### src/logic/eac_pkg.sv
// constants and types shared by the effective-address unit
package eac_pkg;

  // ****************************************************************
  // widths
  // ****************************************************************
  localparam int EAC_DW        = 32;
  localparam int EAC_NUM_DREG  = 8;
  localparam int EAC_NUM_AREG  = 8;
  localparam int EAC_BLOCK_LSB = 4;

  // ****************************************************************
  // reset values
  // ****************************************************************
  localparam logic [31:0] EAC_RST_WORD = 32'h0000_0000;
  localparam logic [1:0]  EAC_RST_NWRD = 2'h0;

  // ****************************************************************
  // addressing modes
  // ****************************************************************
  typedef enum logic [3:0] {
    EAC_M_DREG  = 4'h0,  // data register direct
    EAC_M_AREG  = 4'h1,  // address register direct
    EAC_M_IND   = 4'h2,  // register indirect
    EAC_M_DISP  = 4'h3,  // base plus 16-bit displacement
    EAC_M_IDX8  = 4'h4,  // base plus 8-bit displacement plus index
    EAC_M_IDXBD = 4'h5,  // base plus base_disp plus index
    EAC_M_MPOST = 4'h6,  // memory indirect, index after fetch
    EAC_M_MPRE  = 4'h7,  // memory indirect, index before fetch
    EAC_M_ABS   = 4'h8   // absolute, address from base_disp
  } eac_mode_t;

  // displacement size selector
  typedef enum logic [1:0] {
    EAC_D_NONE = 2'h0,
    EAC_D_WORD = 2'h1,
    EAC_D_LONG = 2'h2
  } eac_dsize_t;

  // immediate operand size
  typedef enum logic [1:0] {
    EAC_S_BYTE = 2'h0,
    EAC_S_WORD = 2'h1,
    EAC_S_LONG = 2'h2
  } eac_osize_t;

  // floating-point operations carried out in hardware
  typedef enum logic [4:0] {
    EAC_F_ABS  = 5'h00, EAC_F_ADD  = 5'h01, EAC_F_BCC  = 5'h02,
    EAC_F_CMP  = 5'h03, EAC_F_DBCC = 5'h04, EAC_F_DIV  = 5'h05,
    EAC_F_MOVE = 5'h06, EAC_F_MOVM = 5'h07, EAC_F_MUL  = 5'h08,
    EAC_F_NEG  = 5'h09, EAC_F_REST = 5'h0A, EAC_F_SAVE = 5'h0B,
    EAC_F_SCC  = 5'h0C, EAC_F_SQRT = 5'h0D, EAC_F_SUB  = 5'h0E,
    EAC_F_TRAP = 5'h0F, EAC_F_TST  = 5'h10
  } eac_fpop_t;

  // calculation sequencer, gray along idle-calc-fetch-done
  typedef enum logic [1:0] {
    EAC_IDLE  = 2'b00,
    EAC_CALC  = 2'b01,
    EAC_FETCH = 2'b11,
    EAC_DONE  = 2'b10
  } eac_state_t;

endpackage

### src/logic/eac_effective_address.sv
// effective-address generator with register file and operand sizing
// Behaviour
// - short displacements of 8 or 16 bits are sign-extended and added in.
// - any data or address register can be the index, word or long sized.
// - the index is multiplied by a scale of 1, 2, 4 or 8 before adding.
// - an optional 16- or 32-bit base displacement joins the sum.
// - an optional 16- or 32-bit outer displacement is added after fetch.
// - memory-indirect modes fetch a long word used as the next pointer.
// - immediate operands are sized to 8, 16 or 32 bits by operation size.
// - eight data and eight address registers; a base is always an address register or the program counter.
// - a block copy works on one aligned 16-byte block per execution.
// - only the common floating-point subset runs here, the rest traps.
// - addresses may be formed relative to the program counter.
module eac_effective_address
  import eac_pkg::*;
(
  input  wire logic        sys_clk,       // processor clock
  input  wire logic        reset_n,       // async reset, active low
  input  wire logic        ce,            // clock enable
  input  wire logic        regWrEn,       // register file write
  input  wire logic [3:0]  regWrSel,      // {addr, number}
  input  wire logic [31:0] regWrData,     // write data
  input  wire logic        eaStart,       // start a calculation
  input  wire eac_mode_t   eaMode,        // addressing mode
  input  wire logic        pcRel,         // base is program counter
  input  wire logic [31:0] pcIn,          // program counter value
  input  wire logic [2:0]  addr_reg_n,    // base address register
  input  wire logic [2:0]  data_reg_n,    // data register for direct
  input  wire logic [15:0] shortDisp,     // 8/16-bit displacement
  input  wire logic        idxIsAddr,     // index is address register
  input  wire logic [2:0]  index_reg_select, // index register number
  input  wire logic        idxLong,       // index is long sized
  input  wire logic [1:0]  idxScale,      // log2 of scale
  input  wire logic [31:0] base_disp,     // base displacement
  input  wire eac_dsize_t  baseDispSize,  // base displacement size
  input  wire logic [31:0] outer_disp,    // outer displacement
  input  wire eac_dsize_t  outerDispSize, // outer displacement size
  input  wire logic        block_copy_sixteen, // block copy access
  input  wire logic        memRdAck,      // memory read done
  input  wire logic [31:0] memRdData,     // fetched long word
  input  wire logic        immValid,      // immediate present
  input  wire logic [31:0] immRaw,        // immediate stream bits
  input  wire eac_osize_t  immSize,       // operation size
  input  wire logic        fpValid,       // fp operation issued
  input  wire logic [4:0]  fpOp,          // fp operation code
  output logic             eaReady,       // idle, start allowed
  output logic             memRdReq,      // memory read request
  output logic [31:0]      memRdAddr,     // memory read address
  output logic             eaValid,       // result strobe
  output logic [31:0]      eaOut,         // address or register value
  output logic [31:0]      immOut,        // sized immediate
  output logic [1:0]       immWords,      // extension words used
  output logic             fpHwGo,        // fp op run in hardware
  output logic             fpEmuTrap      // fp op left to software
);

  // ****************************************************************
  // helper functions
  // ****************************************************************
  function automatic logic [31:0] sext8(input logic [7:0] v);
    sext8 = {{24{v[7]}}, v};
  endfunction

  function automatic logic [31:0] sext16(input logic [15:0] v);
    sext16 = {{16{v[15]}}, v};
  endfunction

  function automatic logic [31:0] sizeDisp(input logic [31:0] v,
                                           input eac_dsize_t s);
    case (s)
      EAC_D_WORD: sizeDisp = sext16(v[15:0]);
      EAC_D_LONG: sizeDisp = v;
      default:    sizeDisp = EAC_RST_WORD;
    endcase
  endfunction

  // ****************************************************************
  // register file
  // ****************************************************************
  logic [31:0] regs [EAC_NUM_DREG + EAC_NUM_AREG];

  always_ff @(posedge sys_clk or negedge reset_n) begin
    if (!reset_n) begin
      for (int i = 0; i < EAC_NUM_DREG + EAC_NUM_AREG; i++) begin
        regs[i] <= EAC_RST_WORD;
      end
    end else if (ce && regWrEn) begin
      regs[regWrSel] <= regWrData;
    end
  end

  // ****************************************************************
  // latched request
  // ****************************************************************
  eac_state_t  state_r, state_nxt;
  eac_mode_t   mode_r;
  logic        pcRel_r, idxIsAddr_r, idxLong_r, blk_r;
  logic [2:0]  baseN_r, dataN_r, idxN_r;
  logic [1:0]  scale_r;
  logic [15:0] sdisp_r;
  logic [31:0] pc_r, bd_r, od_r, inter_r, eaR;
  logic        validR;

  always_ff @(posedge sys_clk or negedge reset_n) begin
    if (!reset_n) begin
      mode_r      <= EAC_M_DREG;
      pcRel_r     <= 1'b0;
      idxIsAddr_r <= 1'b0;
      idxLong_r   <= 1'b0;
      blk_r       <= 1'b0;
      baseN_r     <= 3'h0;
      dataN_r     <= 3'h0;
      idxN_r      <= 3'h0;
      scale_r     <= 2'h0;
      sdisp_r     <= 16'h0000;
      pc_r        <= EAC_RST_WORD;
      bd_r        <= EAC_RST_WORD;
      od_r        <= EAC_RST_WORD;
    end else if (ce && eaStart && state_r == EAC_IDLE) begin
      mode_r      <= eaMode;
      pcRel_r     <= pcRel;
      idxIsAddr_r <= idxIsAddr;
      idxLong_r   <= idxLong;
      blk_r       <= block_copy_sixteen;
      baseN_r     <= addr_reg_n;
      dataN_r     <= data_reg_n;
      idxN_r      <= index_reg_select;
      scale_r     <= idxScale;
      sdisp_r     <= shortDisp;
      pc_r        <= pcIn;
      bd_r        <= sizeDisp(base_disp, baseDispSize);
      od_r        <= sizeDisp(outer_disp, outerDispSize);
    end
  end

  // ****************************************************************
  // address arithmetic
  // ****************************************************************
  wire        isMem   = (mode_r == EAC_M_MPOST) || (mode_r == EAC_M_MPRE);
  wire        useIdx  = (mode_r == EAC_M_IDX8) || (mode_r == EAC_M_IDXBD) ||
                        (mode_r == EAC_M_MPRE);
  wire        useBd   = (mode_r == EAC_M_IDXBD) || isMem ||
                        (mode_r == EAC_M_ABS);
  wire [31:0] idxRaw  = regs[{idxIsAddr_r, idxN_r}];
  wire [31:0] idxVal  = idxLong_r ? idxRaw : sext16(idxRaw[15:0]);
  wire [31:0] idxScl  = idxVal << scale_r;
  wire [31:0] baseVal = pcRel_r ? pc_r : regs[{1'b1, baseN_r}];
  wire [31:0] dispT   = (mode_r == EAC_M_DISP) ? sext16(sdisp_r) :
                        (mode_r == EAC_M_IDX8) ? sext8(sdisp_r[7:0]) :
                        EAC_RST_WORD;
  wire [31:0] baseT   = (mode_r == EAC_M_ABS) ? EAC_RST_WORD : baseVal;
  wire [31:0] bdT     = useBd ? bd_r : EAC_RST_WORD;
  wire [31:0] idxT    = useIdx ? idxScl : EAC_RST_WORD;
  wire [31:0] sumDir  = baseT + dispT + bdT + idxT;
  wire [31:0] regDir  = (mode_r == EAC_M_DREG) ? regs[{1'b0, dataN_r}] :
                        regs[{1'b1, baseN_r}];
  wire        isReg   = (mode_r == EAC_M_DREG) || (mode_r == EAC_M_AREG);
  wire [31:0] postIdx = (mode_r == EAC_M_MPOST) ? idxScl : EAC_RST_WORD;
  wire [31:0] sumMem  = memRdData + postIdx + od_r;
  // block address aligned to sixteen bytes
  wire [31:0] blkMask = ~((32'h1 << EAC_BLOCK_LSB) - 32'h1);
  wire [31:0] calcEa  = isReg ? regDir : sumDir;
  wire [31:0] eaRaw   = (state_r == EAC_FETCH) ? sumMem : calcEa;
  wire [31:0] eaNxt   = (blk_r && !isReg) ? (eaRaw & blkMask) : eaRaw;

  // ****************************************************************
  // sequencer
  // ****************************************************************
  always_comb begin
    state_nxt = state_r;
    case (state_r)
      EAC_IDLE:  if (eaStart) state_nxt = EAC_CALC;
      EAC_CALC:  state_nxt = isMem ? EAC_FETCH : EAC_DONE;
      EAC_FETCH: if (memRdAck) state_nxt = EAC_DONE;
      default:   state_nxt = EAC_IDLE;
    endcase
  end

  always_ff @(posedge sys_clk or negedge reset_n) begin
    if (!reset_n) begin
      state_r <= EAC_IDLE;
      inter_r <= EAC_RST_WORD;
      eaR     <= EAC_RST_WORD;
      validR  <= 1'b0;
    end else if (ce) begin
      state_r <= state_nxt;
      validR  <= (state_nxt == EAC_DONE) && (state_r != EAC_DONE);
      if (state_r == EAC_CALC && isMem) inter_r <= sumDir;
      if (state_r == EAC_CALC && !isMem) eaR <= eaNxt;
      if (state_r == EAC_FETCH && memRdAck) eaR <= eaNxt;
    end
  end

  assign eaReady   = (state_r == EAC_IDLE);
  assign memRdReq  = (state_r == EAC_FETCH);
  assign memRdAddr = inter_r;
  assign eaValid   = validR;
  assign eaOut     = eaR;

  // ****************************************************************
  // immediate sizing and fp dispatch
  // ****************************************************************
  logic [31:0] immR;
  logic [1:0]  immW_r;
  logic        fpHw_r, fpEmu_r;
  wire [31:0]  immNxt = (immSize == EAC_S_BYTE) ? {24'h0, immRaw[7:0]} :
                        (immSize == EAC_S_WORD) ? {16'h0, immRaw[15:0]} :
                        immRaw;
  wire [1:0]   immWN  = (immSize == EAC_S_LONG) ? 2'h2 : 2'h1;
  wire         fpInHw = (fpOp <= EAC_F_TST);

  always_ff @(posedge sys_clk or negedge reset_n) begin
    if (!reset_n) begin
      immR    <= EAC_RST_WORD;
      immW_r  <= EAC_RST_NWRD;
      fpHw_r  <= 1'b0;
      fpEmu_r <= 1'b0;
    end else if (ce) begin
      if (immValid) begin
        immR   <= immNxt;
        immW_r <= immWN;
      end
      fpHw_r  <= fpValid && fpInHw;
      fpEmu_r <= fpValid && !fpInHw;
    end
  end

  assign immOut    = immR;
  assign immWords  = immW_r;
  assign fpHwGo    = fpHw_r;
  assign fpEmuTrap = fpEmu_r;
endmodule // eac_effective_address

### config.mk
export PLATFORM = sky130hd
export DESIGN_NAME = eac_effective_address
export DESIGN_NICKNAME = d
export VERILOG_FILES = /design/src/logic/eac_pkg.sv /design/src/logic/eac_effective_address.sv
export SDC_FILE = /design/constraint.sdc
export NUM_CORES = 2
export LEC_CHECK = 0
export ABC_CLOCK_PERIOD_IN_PS = 6270
export BUFFER_PORTS_ARGS = -buffer_cell sky130_fd_sc_hd__clkbuf_2
export CORE_ASPECT_RATIO = 0.7
export CORE_MARGIN = 2
export CORE_UTILIZATION = 30
export DETAILED_ROUTE_END_ITERATION = 8
export MAX_ROUTING_LAYER = met4
export PLACE_DENSITY = 0.46
export SLEW_MARGIN = 20
export SYNTH_ARGS = -nofsm -noshare
export SYNTH_HDL_FRONTEND = slang
export SYNTH_SLANG_ARGS = --single-unit
### constraint.sdc
create_clock -name sys_clk -period 6.27 [get_ports sys_clk]
set_input_delay 0.3135 -clock sys_clk [delete_from_list [all_inputs] [get_ports sys_clk]]
set_output_delay 0.3135 -clock sys_clk [all_outputs]
set_load 0.1 [all_outputs]
* After elaboration in Yosys (flattened, before gate mapping)
Cells that the tools add are included.
** Word-level totals
- Bits in registers :: 746
- Bits of input ports :: 250
- Logic and storage cells :: 132
** Operators by class
- Add/sub/neg operators :: 5
- Magnitude comparators :: 6
- Eq/ne operators :: 17
- Shifts and indexed selects :: 1
- Mux-type cells :: 35
- Bitwise gates (word level) :: 4
- Reduce and logical (&&, ||, !) cells :: 27
** Operator list (count)
- two-way mux 32 bit :: 22
- bitwise mux 512 bit :: 1
- binary-select mux 32 bit (select 4 bit) :: 3
- adder 32 bit :: 5
- demux 32 bit (select 4 bit) :: 1
- one-hot mux 32 bit (2 select lines) :: 2
- left shift 32 x 2 -> 32 bit :: 1
- >= comparator 5 bit (second input constant) :: 4
- == test 4 x 3 -> 1 bit (second input constant) :: 4
- inverter 4 -> 5 bit :: 3
- logical AND 1 bit :: 11
- == test 2 bit (second input constant) :: 5
- == test 2 x 1 -> 1 bit (second input constant) :: 4
- logical OR 1 bit :: 6
- two-way mux 2 bit :: 3
- one-hot mux 2 bit (3 select lines) :: 1
- AND reduction 2 bit :: 3
- less-or-equal comparator 5 bit (second input constant) :: 1
- < comparator 5 x 1 -> 1 bit (second input constant) :: 1
- inverter 3 -> 5 bit :: 1
- == test 4 x 1 -> 1 bit (second input constant) :: 1
- == test 4 x 2 -> 1 bit (second input constant) :: 1
- == test 4 bit (second input constant) :: 1
- logical NOT 2 bit :: 2
- 6 further kinds :: 8

* Depth between registers and ports, before layout
- Depth after elaboration :: 14
- Mapped depth :: 23
- Depth with buffers taken out :: 20

* Worst setup path before layout
No wires, ideal clock.
- Path kind :: register to register
- Start :: register baseN_r[0]
- End :: register eaR[28], in the netlist eaOut[28]
- Arrival time :: 5.154 ns
- Path slack :: 1.013 ns
- Stages on the path, launching flop included :: 24
- Path buffers :: 4
- Path through :: dfrtp_1 -> buf_2 -> buf_2 -> buf_2 -> mux4_2 -> mux2i_1 -> nor2_1 -> a21oi_1 -> nor2_1 -> fa_1 -> inv_1 -> fa_1 -> inv_1 -> ha_1 -> buf_2 -> nand3_1 -> a2111oi_0 -> o2bb2ai_1 -> a21oi_2 -> o21ai_1 -> and2_1 -> a211oi_1 -> o211a_1 -> o41ai_2
** Between the ends
- Longest elaborated chain between the ends :: 13
** Ends and longest elaborated chain
- start: declaration :: line eac_effective_address.sv:98 : logic [2:0] baseN_r, dataN_r, idxN_r;
- start signal: assignment :: line eac_effective_address.sv:125 : baseN_r <= addr_reg_n;
- inverter 4 -> 5 bit (not written as such) (*) :: line eac_effective_address.sv:147, eac_effective_address.sv:156
- binary-select mux 32 bit (select 4 bit) (*) :: line eac_effective_address.sv:147, eac_effective_address.sv:156
- two-way mux 32 bit (not written as such) (*) (2 in series) :: line eac_effective_address.sv:147, eac_effective_address.sv:156
- two-way mux 32 bit :: line eac_effective_address.sv:147 : wire [31:0] baseVal = pcRel_r ? pc_r : regs[{1'b1, baseN_r}];
- two-way mux 32 bit :: line eac_effective_address.sv:151 : wire [31:0] baseT = (mode_r == EAC_M_ABS) ? EAC_RST_WORD : baseVal;
- adder 32 bit (3 in series) :: line eac_effective_address.sv:154 : wire [31:0] sumDir = baseT + dispT + bdT + idxT;
- two-way mux 32 bit (*) :: line eac_effective_address.sv:162 : wire [31:0] calcEa = isReg ? regDir : sumDir;
- two-way mux 32 bit (*) :: line eac_effective_address.sv:163 : wire [31:0] eaRaw = (state_r == EAC_FETCH) ? sumMem : calcEa;
- two-way mux 32 bit :: line eac_effective_address.sv:189 : if (state_r == EAC_CALC && !isMem) eaR <= eaNxt;
- two-way mux 32 bit (*) :: line eac_effective_address.sv:190 : if (state_r == EAC_FETCH && memRdAck) eaR <= eaNxt;
- end signal: assignment :: line eac_effective_address.sv:189
- end signal: assignment :: line eac_effective_address.sv:190
- end: declaration :: line eac_effective_address.sv:101 : logic [31:0] pc_r, bd_r, od_r, inter_r, eaR;
Every way passes the cells marked *; elsewhere a longest branch is shown, timed or not. The select of a mux whose other input is x is not followed.
A chain may end at the register's enable or synchronous reset.

* Worst setup path after layout
- Start :: register idxN_r[0]
- End :: register eaR[28], in the netlist eaOut[28]
** Between the ends
- Longest elaborated chain between the ends :: 12
** Ends and longest elaborated chain
- start: declaration :: line eac_effective_address.sv:98
- start signal: assignment :: line eac_effective_address.sv:127 : idxN_r <= index_reg_select;
- inverter 4 -> 5 bit (not written as such) (*) :: line eac_effective_address.sv:144 : wire [31:0] idxRaw = regs[{idxIsAddr_r, idxN_r}];
- binary-select mux 32 bit (select 4 bit) (*) :: line eac_effective_address.sv:144
- two-way mux 32 bit (not written as such) (*) (2 in series) :: line eac_effective_address.sv:144
- two-way mux 32 bit (*) :: line eac_effective_address.sv:145 : wire [31:0] idxVal = idxLong_r ? idxRaw : sext16(idxRaw[15:0]);
- left shift 32 x 2 -> 32 bit (*) :: line eac_effective_address.sv:146 : wire [31:0] idxScl = idxVal << scale_r;
- two-way mux 32 bit, on equally long branches :: line eac_effective_address.sv:158, eac_effective_address.sv:153
- adder 32 bit, on equally long branches :: line eac_effective_address.sv:159, eac_effective_address.sv:154
- adder 32 bit / two-way mux 32 bit (equally long branches) :: line eac_effective_address.sv:159, eac_effective_address.sv:162
- two-way mux 32 bit (*) :: line eac_effective_address.sv:163
- two-way mux 32 bit :: line eac_effective_address.sv:189
- two-way mux 32 bit (*) :: line eac_effective_address.sv:190
Marked as above.

==> out/results.md <==
| Result | Value |
| --- | --- |
| Outcome | finished, final reports clean |
| Post-Synthesis Cells | 3445 |
| Leakage power summed over all cells | 23.4 nW |
| Share of the cycle needed by the critical path after routing | 0.947 |
| Switching power share of the total | 0.451 |
| Average cell area after synthesis | 12.7 um2 |
| Critical path data arrival time | 6500 ps |
| Proportion of synthesized flip-flops having asynchronous set or reset | 1.00 |
| Power Density | 524 nW/um2 |
| Routed length per instance | 27.2 um |
| Initial antenna violation count | 12 |
| Max cap viols | 0 |
| Number of buffers between clock root and the deepest sink | 3 |
| Top library cells by usage in the layout, fill and taps aside | dfrtp_1, mux2_2, clkbuf_2, mux4_2, nand2_1 |
| Remaining Overflow, GRT | 0 |
| GPL Wtd Cong | 0.929 |
| Worst slew pin tran | 1020 ps |
| Top fanout value on the critical path | 28 |
| Mapped cell area | 43700 um2 |
| Placement Cell Area | 48000 um2 |
| H-tree lvl count | 3 |
| Layout Skew | 26.5 ps |
| Max Freq | 168 MHz |
| Cell chain of the critical path | buf_4, buf_12, mux4_2, mux4_2, mux2i_1, mux2i_1, and2_1, fa_1, ha_1, a21o_1, o21a_1, a311o_1, a221o_1, o21ai_1, and2_1, a21o_1, a21oi_1, o41ai_2 |
| Iteration-0 DRC count of the detailed router | 2709 |
| Fillers | 14300 |
| Area taken by flip-flops and latches | 18700 um2 |
| Final Slew Violations | 0 |
| Unrepaired setup endpoints after global routing | no |
| Pin count of the biggest net entering global routing | 138 |
| Worst r2r src | idxN_r[0] |
| Multi-input logic area | 23500 um2 |
| Area of the placeable core | 145000 um2 |
| Final ANT Viol Nets | 0 |
| Critical path's top delay family | compound AO/OA/AOI/OAI gates |
| Hold path startpoint | base_disp[27] |
| Combinational share of power | 0.547 |
| Worst setup path start | idxN_r[0] |
| Number of nets produced by synthesis | 3854 |
| Number of library cell types mapped by synthesis | 73 |
| Later-pin clock latency in the skew report | 690 ps |
| Total Negative Setup Slacks | 0 ps |
| Ratio of routed vias to standard cells | 5.34 |
| Number of enable flip-flop cells after synthesis | 0 |
| Global-route usage over all layers | 0.221 |
| First-pass GRT wire length | 233000 um |
| Setup-failing EPs final | 0 |
| Internal cell power | 15.1 mW |
| Final wirelength | 160000 um |
| Sequential element share of the synthesized area | 0.428 |
| Total vias in the final route | 31500 |
| IO Port Bufs | 352 |
| Kind of capture point of the worst setup path | flop |
| Die Ht | 323 um |
| Count of endpoints failing hold in the final timing report | 0 |
| Clock tree from TritonCTS | yes |
| Die Width | 460 um |
| Clock edge transition at the registers on the reported setup and hold paths | 70 ps |
| Worst Setup Path Type | flop to flop |
| Req. time, crit path | 6840 ps |
| Core utilization of the finished layout | 0.362 |
| Total half-perimeter wirelength after legalization and detailed placement | 113000 um |
| Power share of the sequential group | 0.271 |
| Category of the worst setup path launch point | flop |
| Clock power share | 0.182 |
| Final cell count without fillers | 5892 |
| Worst min-delay path category | input port to flop |
| Clock Root Buffer | clkbuf_16 |
| Max VDD drop | 268 uV |
| Clk sink count | 746 |
| Initial cell density of the core | 0.301 |
| Worst Hold Slack | 44.0 ps |
| Floorplan die area | 149000 um2 |
| Share of cells above drive strength 1 | 0.395 |
| Inserted Clock Buffers | 78 |
| Area of all placed cells without fillers | 52400 um2 |
| Ys flop type | dfrtp_1 |
| Crit path time final | 5940 ps |
| Worst path bufs/invs | 2 |
| Cell Rows | 117 |
| Most common cell after layout, fill and taps aside | dfrtp_1 |
| Worst slew margin relative to its limit | 0.318 |
| Count of nets after finishing | 4330 |
| Switching power | 12.4 mW |
| Highest-delay cell along the critical path | mux4_2 |
| Via count of the first global-routing pass | 31800 |
| Flop and latch count out of synthesis | 746 |
| Warnings from Yosys | 0 |
| Detailed-router iteration count before antenna repair | 6 |
| Layout area overhead | 20.1% |
| Number of placed I/O pins | 353 |
| CP max stage delay | 580 ps |
| Number of remaining DRC errors | 0 |
| Number of cells in the design after placement | 5574 |
## cell families after synthesis
logic type / Yosys count / share of synthesized area
simple gates: 593 / 0.0613
fa+ha+maj: 159 / 0.0617
flops: 746 / 0.428
compound gates: 521 / 0.0780
mux: 976 / 0.322
buf+inv: 398 / 0.0386
xor+xnor: 52 / 0.0104
## metrics by stage
stage          setup slack [ps]  power (mW)
6_report                    333        27.5
5_1_grt                    43.7        29.1
4_1_cts                     198        27.5
3_5_place_dp                240        22.3
3_3_place_gp                256        22.3
2_1_floorplan              1010        17.2
## path summary, 6_finish.rpt
| path | to | slack (ps) | cells after the start |
|---|---|---|---|
| worst min register to register | immOut[28] | 480 | 2 |
| worst max-delay path | eaOut[28] | 330 | 18 |
| max in group asynchronous | pcRel_r | 4490 | 3 |
| worst max register to register | eaOut[28] | 330 | 18 |
| min in group asynchronous | regs[506] | 300 | 2 |
| worst min-delay path | bd_r[27] | 40 | 3 |
## registers in the layout, indices dropped and copies added, names as in the netlist, 2 cells and up
name and cells:
idxN_r 3, regs 512, dataN_r 3, immOut 32
mode_r 4, od_r 32, memRdAddr 32, eaOut 32
pc_r 32, state_r 2, baseN_r 3, bd_r 32
scale_r 2, sdisp_r 16, immWords 2
## repair_timing
item,in CTS,in global routing
hold buffers,164,0
endpoints found under the hold margin,244,0
resized for setup,0,2
setup endpoints to repair,0,11
setup buffers,0,7
## power groups by stage
stage	Clock [mW]	Combinational, mW	Sequential (mW)
2_1_floorplan	0	9.22	7.97
4_1_cts	5.13	14.9	7.47
3_3_place_gp	0	14.7	7.52
6_report	5.00	15.0	7.45
3_5_place_dp	0	14.7	7.54
5_1_grt	5.32	16.1	7.62
## tightest hold or removal path: cells and delay by family
kind | cells | cell delay (ps)
AOI/OAI and AO/OA | 2 | 290
buffers and inverters | 1 | 80
## cell usage after synthesis (14+ instances only)
cell type	number	share of area
mux2_2	611	0.16
buf_1	30	0.0026
inv_1	130	0.011
o211ai_1	17	0.0029
dfrtp_1	746	0.43
clkbuf_1	181	0.016
and2_1	49	0.0070
o21ai_0	99	0.011
nor2b_1	22	0.0032
xnor2_1	38	0.0076
xor2_1	14	0.0028
mux4_2	281	0.14
and3_1	21	0.0030
ha_1	65	0.019
nand2_1	252	0.022
a31oi_1	17	0.0024
a21o_1	33	0.0057
nand3_1	37	0.0042
buf_2	32	0.0037
mux2i_1	82	0.019
a21oi_1	135	0.015
a211oi_1	51	0.0088
nor2_1	145	0.012
nor3_1	22	0.0025
nand2b_1	18	0.0026
o21a_1	18	0.0031
fa_1	94	0.043
a22o_1	43	0.0086
o31ai_1	37	0.0064
## layer usage
metal	vias to the layer above	wire, um	track usage
li1	13600	-	-
met1	16900	78600	0.326
met2	775	70000	0.315
met3	174	9070	0.0437
met4	0	2860	0.0416
met5	-	0	-
## final cells by class
class	instances	share of cell area
timing repair buffer	662	0.0894
clock buffer	110	0.0438
antenna	7	0.000334
tap	1904	0.0455
clock inverter	30	0.00697
sequential	746	0.357
inverter	132	0.00945
multi-input combinational	2301	0.448
Power figures use the tool's default switching activity.
